File: config.mk
export PLATFORM = sky130hd
export DESIGN_NAME = ccp_content_protect_control
export DESIGN_NICKNAME = d
export VERILOG_FILES = /design/src/pkg/ccp_pkg.sv /design/src/logic/ccp_content_protect_control.sv
export VERILOG_INCLUDE_DIRS = /design/src /design/src/pkg
export SDC_FILE = /design/constraint.sdc
export NUM_CORES = 1
export LEC_CHECK = 0
export BUFFER_PORTS_ARGS = -buffer_cell sky130_fd_sc_hd__buf_2
export CAP_MARGIN = 5
export CORE_AREA = 2 2 72 87
export CTS_CLUSTER_DIAMETER = 80
export DETAILED_ROUTE_END_ITERATION = 7
export DIE_AREA = 0 0 74 89
export PLACE_DENSITY = 0.62
export RECOVER_POWER = 100
export SLEW_MARGIN = 20
export SYNTH_ARGS = -nofsm -noshare
export SYNTH_HDL_FRONTEND = slang
export SYNTH_SLANG_ARGS = --single-unit
File: constraint.sdc
create_clock -name sys_clk -period 3 [get_ports sys_clk]
set_clock_uncertainty 0.2 [all_clocks]
set_input_delay 0.3 -clock sys_clk [delete_from_list [all_inputs] [get_ports sys_clk]]
set_output_delay 0.3 -clock sys_clk [all_outputs]
set_load 0.02 [all_outputs]
File: src/pkg/ccp_defs.svh
`ifndef CCP_DEFS_SVH
`define CCP_DEFS_SVH
// Register addresses and reset values.
`define CCP_CFG_ADDR 8'hc2
`define CCP_CTL_ADDR 8'hc3
`define CCP_CFG_RST 8'h80
`define CCP_CTL_RST 8'h00
// Configuration register bit positions.
`define CCP_CFG_ENH_LV 7
`define CCP_CFG_ENH_SIG 6
`define CCP_CFG_RPTR 5
`define CCP_CFG_POL_HI 4
`define CCP_CFG_POL_LO 3
`define CCP_CFG_WAIT 2
`define CCP_CFG_QUAL 1
`define CCP_CFG_MUTE 0
// Control register bit positions.
`define CCP_CTL_RESET 7
`define CCP_CTL_RSVD 6
`define CCP_CTL_KLIST 5
`define CCP_CTL_KEY 4
`define CCP_CTL_ENC_OFF 3
`define CCP_CTL_ENC_ON 2
`define CCP_CTL_PROT_OFF 1
`define CCP_CTL_PROT_ON 0
// Start-up wait timing.
`define CCP_WAIT_MS 100
`define CCP_CLK_HZ 20000000
`define CCP_WAIT_CYCLES (`CCP_WAIT_MS * (`CCP_CLK_HZ / 1000))
`define CCP_WAIT_CNT_W 22
// Edges after reset release before the strap is sampled.
`define CCP_STRAP_LOAD 2'h2
`endif

File: src/pkg/ccp_pkg.sv
`default_nettype none
package ccp_pkg;
   // Encryption policy encodings.
   typedef enum logic [1:0] {
      POL_AUTH = 2'b00,
      POL_REG = 2'b01,
      POL_ALWAYS = 2'b10,
      POL_FRAME = 2'b11
   } ccp_policy_t;
   // Start-up wait timer states.
   typedef enum logic {
      WT_IDLE = 1'b0,
      WT_RUN = 1'b1
   } ccp_wait_t;
   // Whole state of the control block.
   typedef struct packed {
      logic strapMeta;
      logic strapSync;
      logic [1:0] strapCnt;
      logic strapDone;
      logic enhLv;
      logic enhSig;
      logic rptr;
      ccp_policy_t policy;
      logic waitEn;
      logic qualify;
      logic muteReq;
      logic resetPulse;
      logic authEn;
      logic restartPulse;
      logic keyListOk;
      logic keyOk;
      logic encOn;
      logic frameEnc;
      logic videoEnc;
      logic videoBlue;
      logic rxIrq;
      ccp_wait_t waitState;
      logic [21:0] waitCnt;
      logic waitDone;
      logic [7:0] rdData;
      logic rdValid;
   } ccp_state_t;
endpackage : ccp_pkg
`default_nettype wire

File: src/logic/ccp_content_protect_control.sv
// Function
// - Two-bit policy selects how encryption is decided.
// - Policy defaults per-frame with strap, else authenticated.
// - Wait bit inserts a 100 ms start-up delay.
// - Qualify clear: detect alone raises detect interrupt.
// - Qualify set: interrupt also needs receive lock.
// - Mute ignores in-band encryption status controls.
// - Reset bit resets transmitter, self-clears, resets 0x00.
// - Downstream keys bit set by host, cleared on completion.
// - Receiver key bit cleared when key-ready asserts.
// - Encrypt-off bit sends plain video, self-clears.
// - Encrypt-on: encrypted if authenticated, else blue screen.
// - Always-encrypt policy makes encrypt-on read one.
// - Protect-off bit disables authentication, self-clears.
// - Protect-on bit enables or restarts authentication.
// - Protect-on reads back current enabled status.
// - Control bit 6 is reserved, reads zero.
// - Config bit 6 selects enhanced status signalling.
`timescale 1ns/1ps
`default_nettype none
`include "ccp_defs.svh"

module ccp_content_protect_control #(
   parameter int WAIT_CYCLES = `CCP_WAIT_CYCLES
) (
   input wire logic sys_clk, // System clock, 20 MHz.
   input wire logic rst, // Synchronous reset, active high.
   input wire logic [7:0] regAddr, // Register address.
   input wire logic regWrEn, // Write strobe.
   input wire logic [7:0] regWrData, // Write data.
   input wire logic regRdEn, // Read strobe.
   output logic [7:0] regRdData, // Read data, registered.
   output logic regRdValid, // Read data valid pulse.
   input wire logic repeaterStrap, // Repeater strap pin.
   input wire logic authenticated, // Authentication engine reports success.
   input wire logic keyListDone, // Engine finished the downstream key step.
   input wire logic receiverKeyReady, // Receiver key ready status flag.
   input wire logic frameStart, // Start of a video frame.
   input wire logic frameEncryptReq, // In-band per-frame encryption request.
   input wire logic waitStart, // Engine asks for the start-up wait.
   input wire logic rxDetected, // Remote receiver detected.
   input wire logic rxLocked, // Remote receiver reports lock.
   output logic protectReset, // Transmitter reset pulse.
   output logic authEnable, // Authentication enabled level.
   output logic authRestart, // Authentication start or restart pulse.
   output logic downstreamKeysOk, // Downstream key list accepted by host.
   output logic receiverKeyOk, // Receiver key accepted by host.
   output logic encryptVideo, // Send encrypted video.
   output logic blueScreen, // Send blue screen.
   output logic avMute, // Audio and video mute active.
   output logic enhancedSignalling, // Enhanced status signalling chosen.
   output logic enhancedLinkVerify, // Enhanced link verification chosen.
   output logic repeaterMode, // Transmitter repeater mode.
   output logic waitBusy, // Start-up wait running.
   output logic waitDone, // Start-up wait finished pulse.
   output logic rxDetectIrq // Receiver detect interrupt level.
);

   // ************************************************************
   // State and decode
   // ************************************************************

   localparam logic [21:0] WAIT_LAST = 22'(WAIT_CYCLES - 1);

   ccp_pkg::ccp_state_t st_r;
   ccp_pkg::ccp_state_t st_nxt;
   logic cfgWr;
   logic ctlWr;

   // Address decode of the two registers.
   always_comb begin
      cfgWr = 1'b0;
      ctlWr = 1'b0;
      if (regWrEn && regAddr == `CCP_CFG_ADDR) begin
         cfgWr = 1'b1;
      end else if (regWrEn && regAddr == `CCP_CTL_ADDR) begin
         ctlWr = 1'b1;
      end
   end

   // ************************************************************
   // Next-state logic
   // ************************************************************

   // Computes every next value of the block state.
   always_comb begin
      st_nxt = st_r;
      st_nxt.resetPulse = 1'b0;
      st_nxt.restartPulse = 1'b0;
      st_nxt.waitDone = 1'b0;
      st_nxt.rdValid = 1'b0;
      // Strap passes two flip-flops before use.
      st_nxt.strapMeta = repeaterStrap;
      st_nxt.strapSync = st_r.strapMeta;
      if (!st_r.strapDone) begin
         if (st_r.strapCnt == `CCP_STRAP_LOAD) begin
            st_nxt.strapDone = 1'b1;
            st_nxt.policy = st_r.strapSync ? ccp_pkg::POL_FRAME : ccp_pkg::POL_AUTH;
         end else begin
            st_nxt.strapCnt = st_r.strapCnt + 2'h1;
         end
      end
      // Configuration write.
      if (cfgWr) begin
         st_nxt.enhLv = regWrData[`CCP_CFG_ENH_LV];
         st_nxt.enhSig = regWrData[`CCP_CFG_ENH_SIG];
         st_nxt.rptr = regWrData[`CCP_CFG_RPTR];
         st_nxt.policy = ccp_pkg::ccp_policy_t'(regWrData[`CCP_CFG_POL_HI:`CCP_CFG_POL_LO]);
         st_nxt.waitEn = regWrData[`CCP_CFG_WAIT];
         st_nxt.qualify = regWrData[`CCP_CFG_QUAL];
         st_nxt.muteReq = regWrData[`CCP_CFG_MUTE] & regWrData[`CCP_CFG_ENH_SIG];
      end
      if (keyListDone) begin
         st_nxt.keyListOk = 1'b0;
      end
      if (receiverKeyReady) begin
         st_nxt.keyOk = 1'b0;
      end
      // Control write; sets here win over the clears above.
      if (ctlWr) begin
         if (regWrData[`CCP_CTL_RESET]) begin
            st_nxt.resetPulse = 1'b1;
            st_nxt.authEn = 1'b0;
            st_nxt.keyListOk = 1'b0;
            st_nxt.keyOk = 1'b0;
         end else begin
            if (regWrData[`CCP_CTL_PROT_OFF]) begin
               st_nxt.authEn = 1'b0;
            end else if (regWrData[`CCP_CTL_PROT_ON]) begin
               st_nxt.authEn = 1'b1;
               st_nxt.restartPulse = 1'b1;
            end
            if (regWrData[`CCP_CTL_KLIST]) begin
               st_nxt.keyListOk = 1'b1;
            end
            if (regWrData[`CCP_CTL_KEY]) begin
               st_nxt.keyOk = 1'b1;
            end
         end
         st_nxt.encOn = regWrData[`CCP_CTL_ENC_OFF] ? 1'b0 : regWrData[`CCP_CTL_ENC_ON];
      end
      if (frameStart && !(st_r.muteReq && st_r.enhSig)) begin
         st_nxt.frameEnc = frameEncryptReq;
      end
      case (st_r.policy)
         ccp_pkg::POL_AUTH: begin
            st_nxt.videoEnc = authenticated;
            st_nxt.videoBlue = 1'b0;
         end
         ccp_pkg::POL_REG: begin
            st_nxt.videoEnc = st_r.encOn & authenticated;
            st_nxt.videoBlue = st_r.encOn & ~authenticated;
         end
         ccp_pkg::POL_ALWAYS: begin
            st_nxt.videoEnc = authenticated;
            st_nxt.videoBlue = ~authenticated;
         end
         default: begin
            st_nxt.videoEnc = st_r.frameEnc & authenticated;
            st_nxt.videoBlue = st_r.frameEnc & ~authenticated;
         end
      endcase
      st_nxt.rxIrq = rxDetected & (~st_r.qualify | rxLocked);
      case (st_r.waitState)
         ccp_pkg::WT_IDLE: begin
            if (waitStart && st_r.waitEn) begin
               st_nxt.waitState = ccp_pkg::WT_RUN;
               st_nxt.waitCnt = WAIT_LAST;
            end else if (waitStart) begin
               st_nxt.waitDone = 1'b1;
            end
         end
         default: begin
            if (st_r.waitCnt == 22'h0) begin
               st_nxt.waitState = ccp_pkg::WT_IDLE;
               st_nxt.waitDone = 1'b1;
            end else begin
               st_nxt.waitCnt = st_r.waitCnt - 22'h1;
            end
         end
      endcase
      // Register reads, unmapped addresses answer zero.
      if (regRdEn) begin
         st_nxt.rdValid = 1'b1;
         st_nxt.rdData = 8'h00;
         if (regAddr == `CCP_CFG_ADDR) begin
            st_nxt.rdData = {st_r.enhLv, st_r.enhSig, st_r.rptr, st_r.policy,
                             st_r.waitEn, st_r.qualify, st_r.muteReq};
         end else if (regAddr == `CCP_CTL_ADDR) begin
            st_nxt.rdData = {1'b0, 1'b0, st_r.keyListOk, st_r.keyOk, 1'b0,
                             st_r.encOn | (st_r.policy == ccp_pkg::POL_ALWAYS),
                             1'b0, st_r.authEn};
         end
      end
   end

   // Registers the state; reset gives every field a constant.
   always_ff @(posedge sys_clk) begin
      if (rst) begin
         st_r <= '0;
         st_r.enhLv <= 1'(`CCP_CFG_RST >> `CCP_CFG_ENH_LV);
         st_r.policy <= ccp_pkg::POL_AUTH;
         st_r.waitState <= ccp_pkg::WT_IDLE;
      end else begin
         st_r <= st_nxt;
      end
   end

   // ************************************************************
   // Outputs
   // ************************************************************

   // Outputs come from state flip-flops; avMute and waitBusy are decoded from them.
   assign regRdData = st_r.rdData;
   assign regRdValid = st_r.rdValid;
   assign protectReset = st_r.resetPulse;
   assign authEnable = st_r.authEn;
   assign authRestart = st_r.restartPulse;
   assign downstreamKeysOk = st_r.keyListOk;
   assign receiverKeyOk = st_r.keyOk;
   assign encryptVideo = st_r.videoEnc;
   assign blueScreen = st_r.videoBlue;
   assign avMute = st_r.muteReq & st_r.enhSig;
   assign enhancedSignalling = st_r.enhSig;
   assign enhancedLinkVerify = st_r.enhLv;
   assign repeaterMode = st_r.rptr;
   assign waitBusy = (st_r.waitState == ccp_pkg::WT_RUN);
   assign waitDone = st_r.waitDone;
   assign rxDetectIrq = st_r.rxIrq;
endmodule : ccp_content_protect_control
`default_nettype wire

# Word-level counts from Yosys, hierarchy flattened
# Index checks and enable logic that the tools add are counted.
[word_totals] latch_bits=0 inputBits=29 ram_bits=0 out_inout_bits=23 wordCells=97 mem_count=0 ff_bits=56 rom_bits=0
[op_classes] n_eq_ne=7 bitwise_logic=14 n_mux=31 shift=0 div=0 n_addsub=2 order_cmp=0 n_reduce_logical=17 multipliers=0
[ops] operator="$mux W24" n=1
[ops] operator="$mux W23" n=1
[ops] operator="$logic_not A22 Y1" n=1
[ops] operator="$mux W22" n=1
[ops] operator="$sub A22 B1 Y22 const B" n=1
[ops] operator="$mux W1" n=18
[ops] operator="$eq A8 B8 Y1 const B" n=2
[ops] operator="$mux W2" n=5
[ops] operator="$mux W8" n=1
[ops] operator="$reduce_and A2 Y1" n=4
[ops] operator="$and A1 B1 Y1" n=7
[ops] operator="$mux W6" n=1
[ops] operator="$pmux W2 S3" n=1
[ops] operator="$logic_and A1 B1 Y1" n=5
[ops] operator="$mux W5" n=1
[ops] operator="$not A1 Y1" n=5
[ops] operator="$eq A2 B2 Y1 const B" n=2
[ops] operator="$reduce_bool A2 Y1" n=2
[ops] operator="$reduce_or A4 Y1" n=1
[ops] operator="$mux W3" n=1
[ops] operator="$reduce_bool A3 Y1" n=1
[ops] operator="$add A2 B1 Y2 const B" n=1
[ops] operator="$eq A2 B1 Y1 const B" n=1
[ops] operator="$logic_not A2 Y1" n=1
[ops] operator="5 further kinds" n=6

# Logic depth before layout (Yosys ltp)
# Gate-level depths: netlist of the first run.
[logic_depth] ltp_word=6 mapped_depth=8 mapped_depth_nobuf=7

# Least setup slack after synthesis of the first run
# No wires, ideal clock.
[synth_path] path_kind="reg2reg" from="reg st_r[10] (netlist bit)" to="reg st_r[12] (netlist bit)" setup_slack_ns=0.709 arrival_ns=1.953 stages_incl_launch_ff=9 path_buffers=1 setup_ns=0.138 t_required_ns=2.662 period_less_slack_ns=2.291 cell_sequence="dfxtp_1 > inv_1 > ha_1 > nor3b_1 > nand4_1 > o21a_4 > buf_6 > a211oi_1 > a311oi_1"
[synth_between] elab_chain_len=3 word_cells_on_any_way=6 classes_between="1 x add/sub; 1 x eq/ne; 2 x mux; 2 x reduce/logical"
[synth_rtl] element="start: declaration" line="ccp_content_protect_control.sv:65" source="ccp_pkg::ccp_state_t st_r;"
[synth_rtl] element="start signal: assignment" line="ccp_content_protect_control.sv:205" source="st_r <= st_nxt;"
[synth_rtl] element="$sub A22 B1 Y22 or $logic_not A22 Y1 (tied branches)" line="ccp_content_protect_control.sv:178, ccp_content_protect_control.sv:174"
[synth_rtl] element="$mux W22 or $ne A2 B2 Y1 (tied branches)"
[synth_rtl] element="$mux W24 or $reduce_and A2 Y1 (tied branches)"
# Several ways; a longest one is shown, not always the timed one. The select of a mux whose other input is x is not followed.
# A chain may end at the register's enable or synchronous reset.

# Worst setup path after layout of the first run
[layout_path] from="reg st_r[10] (netlist bit)" to="reg st_r[15] (netlist bit)"
# The elaborated chain is that of the path after synthesis.

==> results of run 1 <==
cells by family after synthesis:
logic type	Yosys count	share of synthesized area, %
AO/OA/AOI/OAI	55	15.3
XOR/XNOR	9	3.14
adder cells (fa/ha/maj)	2	0.995
buffers and inverters	26	5.67
flip-flops	56	44.6
multiplexers	14	5.57
AND/OR/NAND/NOR	121	24.7
per-layer routing:
layer / GRT usage, % / vias up / part of all wire, %
met4: 5.45 / 0 / 1.1
li1: - / 1096 / -
met3: 3.61 / 4 / 5.7
met5: 0 / - / 0
met1: 22.0 / 973 / 46
met2: 29.4 / 66 / 47
report_power, final:
group / switching, mW / total, mW / internal (mW)
clock network: 0.233 / 0.481 / 0.248
logic: 0.0648 / 0.118 / 0.0533
registers: 0.0128 / 0.778 / 0.765
sequential cells by signal, summed over array words and instances (netlist names):
| register | flops |
|---|---|
| authEnable | 1 |
| authRestart | 1 |
| blueScreen | 1 |
| downstreamKeysOk | 1 |
| encryptVideo | 1 |
| enhancedLinkVerify | 1 |
| enhancedSignalling | 1 |
| protectReset | 1 |
| receiverKeyOk | 1 |
| regRdData | 8 |
| regRdValid | 1 |
| repeaterMode | 1 |
| rxDetectIrq | 1 |
| st_nxt | 1 |
| st_r | 33 |
| waitBusy | 1 |
| waitDone | 1 |
cell type report:
type | count | area, µm²
fill | 570 | 2810
multi-input combinational | 201 | 1250
sequential | 56 | 1120
timing repair buffer | 55 | 254
tap | 80 | 100
clock buffer | 6 | 72.6
clock inverter | 2 | 35.0
inverter | 6 | 22.5
worst max-delay path, delay by kind of cell (launching register included):
kind / cells / cell delay, ps
AO/OA/AOI/OAI: 3 / 710
AND/OR/NAND/NOR: 2 / 520
flip-flops: 1 / 360
buffers and inverters: 2 / 320
adder cells (fa/ha/maj): 1 / 180
how the worst max path moves through the flow:
stage	from	endpoint	slack [ps]	cells past startpoint
finish	st_r[10]	st_r[15]	500	8
global route	st_r[10]	st_r[15]	280	8
CTS	st_r[20]	st_r[24]	640	5
detailed placement	st_r[20]	st_r[24]	660	5
global placement	st_r[20]	st_r[20]	650	5
floorplan	st_r[10]	st_r[12]	710	8
cells in the final DEF, fill, tap and decap left out, types with 6 or more instances in the layout:
master | Yosys | layout
sky130_fd_sc_hd__a211oi_1 | 17 | 17
sky130_fd_sc_hd__a21oi_1 | 17 | 17
sky130_fd_sc_hd__and3_1 | 6 | 6
sky130_fd_sc_hd__buf_2 | 0 | 28
sky130_fd_sc_hd__clkbuf_1 | 8 | 26
sky130_fd_sc_hd__dfxtp_1 | 56 | 56
sky130_fd_sc_hd__mux2i_1 | 14 | 14
sky130_fd_sc_hd__nand2_1 | 16 | 16
sky130_fd_sc_hd__nor2_1 | 39 | 39
sky130_fd_sc_hd__nor3_1 | 15 | 15
sky130_fd_sc_hd__nor4_1 | 8 | 8
sky130_fd_sc_hd__xnor2_1 | 6 | 6
timing repair:
action,4_1_cts,5_1_grt
endpoints found under the hold margin,2,0
setup endpoints to repair,0,0
hold buffers,2,0
setup buffers,0,0
==> metrics, run 1 <==
Primary FF master, synth=sky130_fd_sc_hd__dfxtp_1; post-layout min period=2500 ps; H-tree level count=2; slowest CP cell=sky130_fd_sc_hd__o21a_4; setup ws final=501 ps; via count of the first global-routing pass=1859; largest fanout on the critical path=15; clock network latency to the later pin of the worst-skew pair=300 ps; data required time at the worst endpoint=2880 ps; # rows=30; I/O pin count=52; global-route wire length before repair=8.76 mm; number of instances in the synthesized netlist=283; maximum clock rate=400 MHz; number of buffers created by CTS=5; Routed WL per cell=13.5 µm; number of gates given a new drive strength after cts=0; Synth Cell Area=2510 µm²; clock input transition at the sequential cells of the worst setup and hold paths=90 ps; CTS root buffer=sky130_fd_sc_hd__clkbuf_8; post-route worst hold slack=22.0 ps; Iteration-0 DRC Markers=121; top cells by area, synth=sky130_fd_sc_hd__dfxtp_1 (45%), sky130_fd_sc_hd__nor2_1 (5.8%), sky130_fd_sc_hd__mux2i_1 (5.6%), sky130_fd_sc_hd__a211oi_1 (5.1%), sky130_fd_sc_hd__a21oi_1 (3.4%); final max-slew violation count=47; reg2reg end=st_r[15]; part of the cycle the worst path needs=83.3%; R2R cell count=8; worst-case setup slack after placement=665 ps; proportion of layout cells with a drive suffix above 1=13.2%; Post-Place Cell Area=2760 µm²; Antenna Cells=0; Initial Utilization=44.3%; Worst R2R Start=st_r[10]; area share of the largest cell type after synthesis=44.6%; number of antenna violations at the first check in global routing=0; total instance count after detailed placement=396; Port Buffers=51; data arrival time of the critical path=2380 ps; dominant cell type by area after synthesis=sky130_fd_sc_hd__dfxtp_1; Die Height=89 µm; depth of the worst hold-timing path=2; CP Capture Type=flop; outcome=finished, violations left; max-slew headroom at the worst pin=-37.6%; Hold Startpoint=rxDetected; P_leak=1.13 nW; Syn. warnings=0; slew at the pin closest to its max-slew limit=2060 ps; reported max-cap violation count=1; remaining design rule violation count=0; ordered cell list for the critical path=inv_1 -> ha_1 -> nor3b_1 -> clkbuf_1 -> nand4_1 -> o21a_4 -> a211oi_1 -> a311oi_1; Power per Cell Area=482 nW/µm²; area delta synth->final=13.6%; post-synthesis net count=314; type of the worst setup path=flop to flop; EDFF count, synth=0; Worst Hold Endpoint=rxDetectIrq; fin area=2860 µm²; leading cell type by number of instances after synthesis=sky130_fd_sc_hd__dfxtp_1; area of the placeable core=5670 µm²; final layout net count=356; detailed-route via count=2139; peak ir drop on the vdd network=0.000246 V; GR Overflow Total=0; final WL=5.47 mm; sum of internal, switching and leakage power=1.38 mW; register-to-register setup slack=500 ps; floorplan die area=6590 µm²; violations in the final reports=max-capacitance violations, max-slew violations; remaining antenna violation count=0; most instantiated cells after synthesis=sky130_fd_sc_hd__dfxtp_1 (56), sky130_fd_sc_hd__nor2_1 (39), sky130_fd_sc_hd__a211oi_1 (17), sky130_fd_sc_hd__a21oi_1 (17), sky130_fd_sc_hd__nand2_1 (16); FFs w/ async S/R, synth=0%; final setup violation count=0; via density per instance=5.27; pin count of the biggest net entering global routing=47; GPL Wtd Cong=0.842; final total negative setup slack=0 ps; RSZ-0062 raised after global routing=false; clock tree from TritonCTS=yes; path class of the lowest-slack min-delay path=input port to flop; number of optimization iterations in the first detailed-route pass=4; Max stage delay on crit path=380 ps; total routing resource utilization after global routing=17.3%; Post-Syn Area per Cell=8.88 µm²; clock buffer depth=2; element type at the critical path start=flop; flip-flop and latch count after synthesis=56; clock sink count=56; Layout Cells excl Fill=406; final number of hold-violating endpoints=0; horizontal extent of the die=74 µm; unique cell type count in the Yosys netlist=43; final core utilization=50.4%; estimated wirelength of the detail-placed design=3.86 mm; portion of the post-synthesis area used by sequential elements=44.6%
Power figures use the tool's default switching activity.
==> run 2: changes to the inputs <==
==> constraint.sdc (replaced) <==
create_clock -name sys_clk -period 2.6 [get_ports sys_clk]
set_clock_uncertainty 0.2 [all_clocks]
set_input_delay 0.26 -clock sys_clk [delete_from_list [all_inputs] [get_ports sys_clk]]
set_output_delay 0.26 -clock sys_clk [all_outputs]
set_load 0.02 [all_outputs]
==> metrics, run 2 (synthesized netlist as in run 1, its figures left out) <==
outcome=finished, final reports clean; clock sink count=56 (unchanged); estimated wirelength of the detail-placed design=3.94 mm (+2.1%); proportion of layout cells with a drive suffix above 1=13.4% (+0.24 points); area delta synth->final=16.2%; via density per instance=5.26 (-0.16%); P_leak=1.16 nW (+2.4%); post-layout min period=2330 ps (-172 ps); leading cell type in the layout, fill and taps excluded=sky130_fd_sc_hd__dfxtp_1; # fillers=594 (+4.2%); RSZ-0062 raised after global routing=false; via count of the first global-routing pass=2007 (+8.0%); data arrival time of the critical path=2370 ps (about the same); Initial Utilization=44.3% (unchanged); CTS root buffer=sky130_fd_sc_hd__clkbuf_8; path class of the lowest-slack min-delay path=input port to flop; most used cells in the layout excluding fill and tap cells=sky130_fd_sc_hd__dfxtp_1 (56), sky130_fd_sc_hd__nor2_1 (39), sky130_fd_sc_hd__buf_2 (27); GPL Wtd Cong=0.808 (-4.0%); register-to-register setup slack=270 ps (-230 ps); area of the placeable core=5670 µm² (unchanged); number of gates given a new drive strength after cts=0 (unchanged); horizontal extent of the die=74 µm (unchanged); floorplan die area=6590 µm² (unchanged); final layout net count=365 (+2.5%); clock network latency to the later pin of the worst-skew pair=310 ps (about the same); Setup Buffers After CTS=0 (unchanged); largest fanout on the critical path=7 (-8); total routing resource utilization after global routing=18.0% (+0.65 points); reported max-cap violation count=0 (-1); H-tree level count=2 (unchanged); number of antenna violations at the first check in global routing=0 (unchanged); slew at the pin closest to its max-slew limit=944 ps (-1120 ps); max-slew headroom at the worst pin=37.1% (+75 points); global-route wire length before repair=9.20 mm (+5.0%); Iteration-0 DRC Markers=75 (-38%); Antenna Cells=0 (unchanged); CP Capture Type=flop; Routed WL per cell=13.5 µm (+0.10%); clock input transition at the sequential cells of the worst setup and hold paths=100 ps (about the same); Power per Cell Area=524 nW/µm² (+8.6%); register with the most flip-flops=st_r; fin area=2920 µm² (+2.3%); final total negative setup slack=0 ps (unchanged); max reg flops=33 (unchanged); clock tree from TritonCTS=yes; number of hold buffers added after CTS=7 (+5); number of optimization iterations in the first detailed-route pass=4 (unchanged); remaining design rule violation count=0 (unchanged); pin count of the biggest net entering global routing=47 (unchanged); GR Overflow Total=0 (unchanged); detailed-route via count=2183 (+2.1%); remaining antenna violation count=0 (unchanged); clock buffer depth=2 (unchanged); final number of hold-violating endpoints=0 (unchanged); final WL=5.59 mm (+2.3%); # rows=30 (unchanged); number of buffers created by CTS=5 (unchanged); Post-Place Cell Area=2780 µm² (+0.54%); part of the cycle the worst path needs=89.5% (+6.2 points); Port Buffers=51 (unchanged); I/O pin count=52 (unchanged); Die Height=89 µm (unchanged); element type at the critical path start=flop; final max-slew violation count=0 (-100%); type of the worst setup path=flop to flop; data required time at the worst endpoint=2640 ps (-240 ps); final setup violation count=0 (unchanged); maximum clock rate=430 MHz (+7.4%); peak ir drop on the vdd network=0.000242 V (-1.7%)
## run 2: changes by cell type in the layout (fill, tap and decap cells not counted), sizes merged
| cell | delta |
|---|---|
| dlygate4sd3 | +7 |
| inv | +1 |
| bufinv | -1 |
| clkbuf | +1 |
| clkinv | +1 |
## run 2: critical path, cell delays in order, from the launching register on
cell and delay (ps):
sky130_fd_sc_hd__dfxtp_1 420, sky130_fd_sc_hd__inv_1 60, sky130_fd_sc_hd__ha_1 210, sky130_fd_sc_hd__nor3b_1 160, sky130_fd_sc_hd__nand4_1 120, sky130_fd_sc_hd__clkbuf_1 280
sky130_fd_sc_hd__o21ai_2 160, sky130_fd_sc_hd__or4_1 510, sky130_fd_sc_hd__a21oi_1 150
## run 2: final timing paths
| path | end | start | cells after the start |
|---|---|---|---|
| worst min-delay path | repeaterMode | regWrData[5] | 3 |
| worst min register to register | st_r[54] | st_nxt[54] | 1 |
| worst max register to register | st_r[17] | st_r[10] | 8 |
| worst max-delay path | st_r[17] | st_r[10] | 8 |
## run 2: layout make-up
class	instances	area (µm²)	share of cell area, %
inverters	6	22.5	0.771
repair buffers	64	335	11.5
multi-input cells	201	1250	42.8
well taps	80	100	3.43
clock buffers	5	68.8	2.36
clock inverters	3	22.5	0.771
flip-flops and latches	56	1120	38.4
## run 2: per-layer routing
layer  vias to the layer above  track usage, %  part of all wire (%)
li1                       1121               -                     -
met1                      1007            23.0                    47
met2                        53            30.1                    48
met3                         2            3.38                   4.2
met4                         0            6.45                  0.59
met5                         -               0                     0
## run 2: report_power, final
group	internal (mW)	switching (mW)	leakage [nW]
Clock	0.194	0.292	0.0485
Sequential	0.883	0.0144	0.453
Combinational	0.0685	0.0766	0.655
## run 2: through the flow
stage	utilization [%]	power, mW	hold slack [ps]	setup WS (ps)	instances
after floorplan	-	1.01	138	309	283
after global placement	49.0	1.05	222	375	398
after detailed placement	49.0	1.05	231	344	398
after CTS	51.9	1.55	1.90	320	413
after global routing	51.5	1.61	33.0	85.5	415
final	51.5	1.53	13.6	273	415
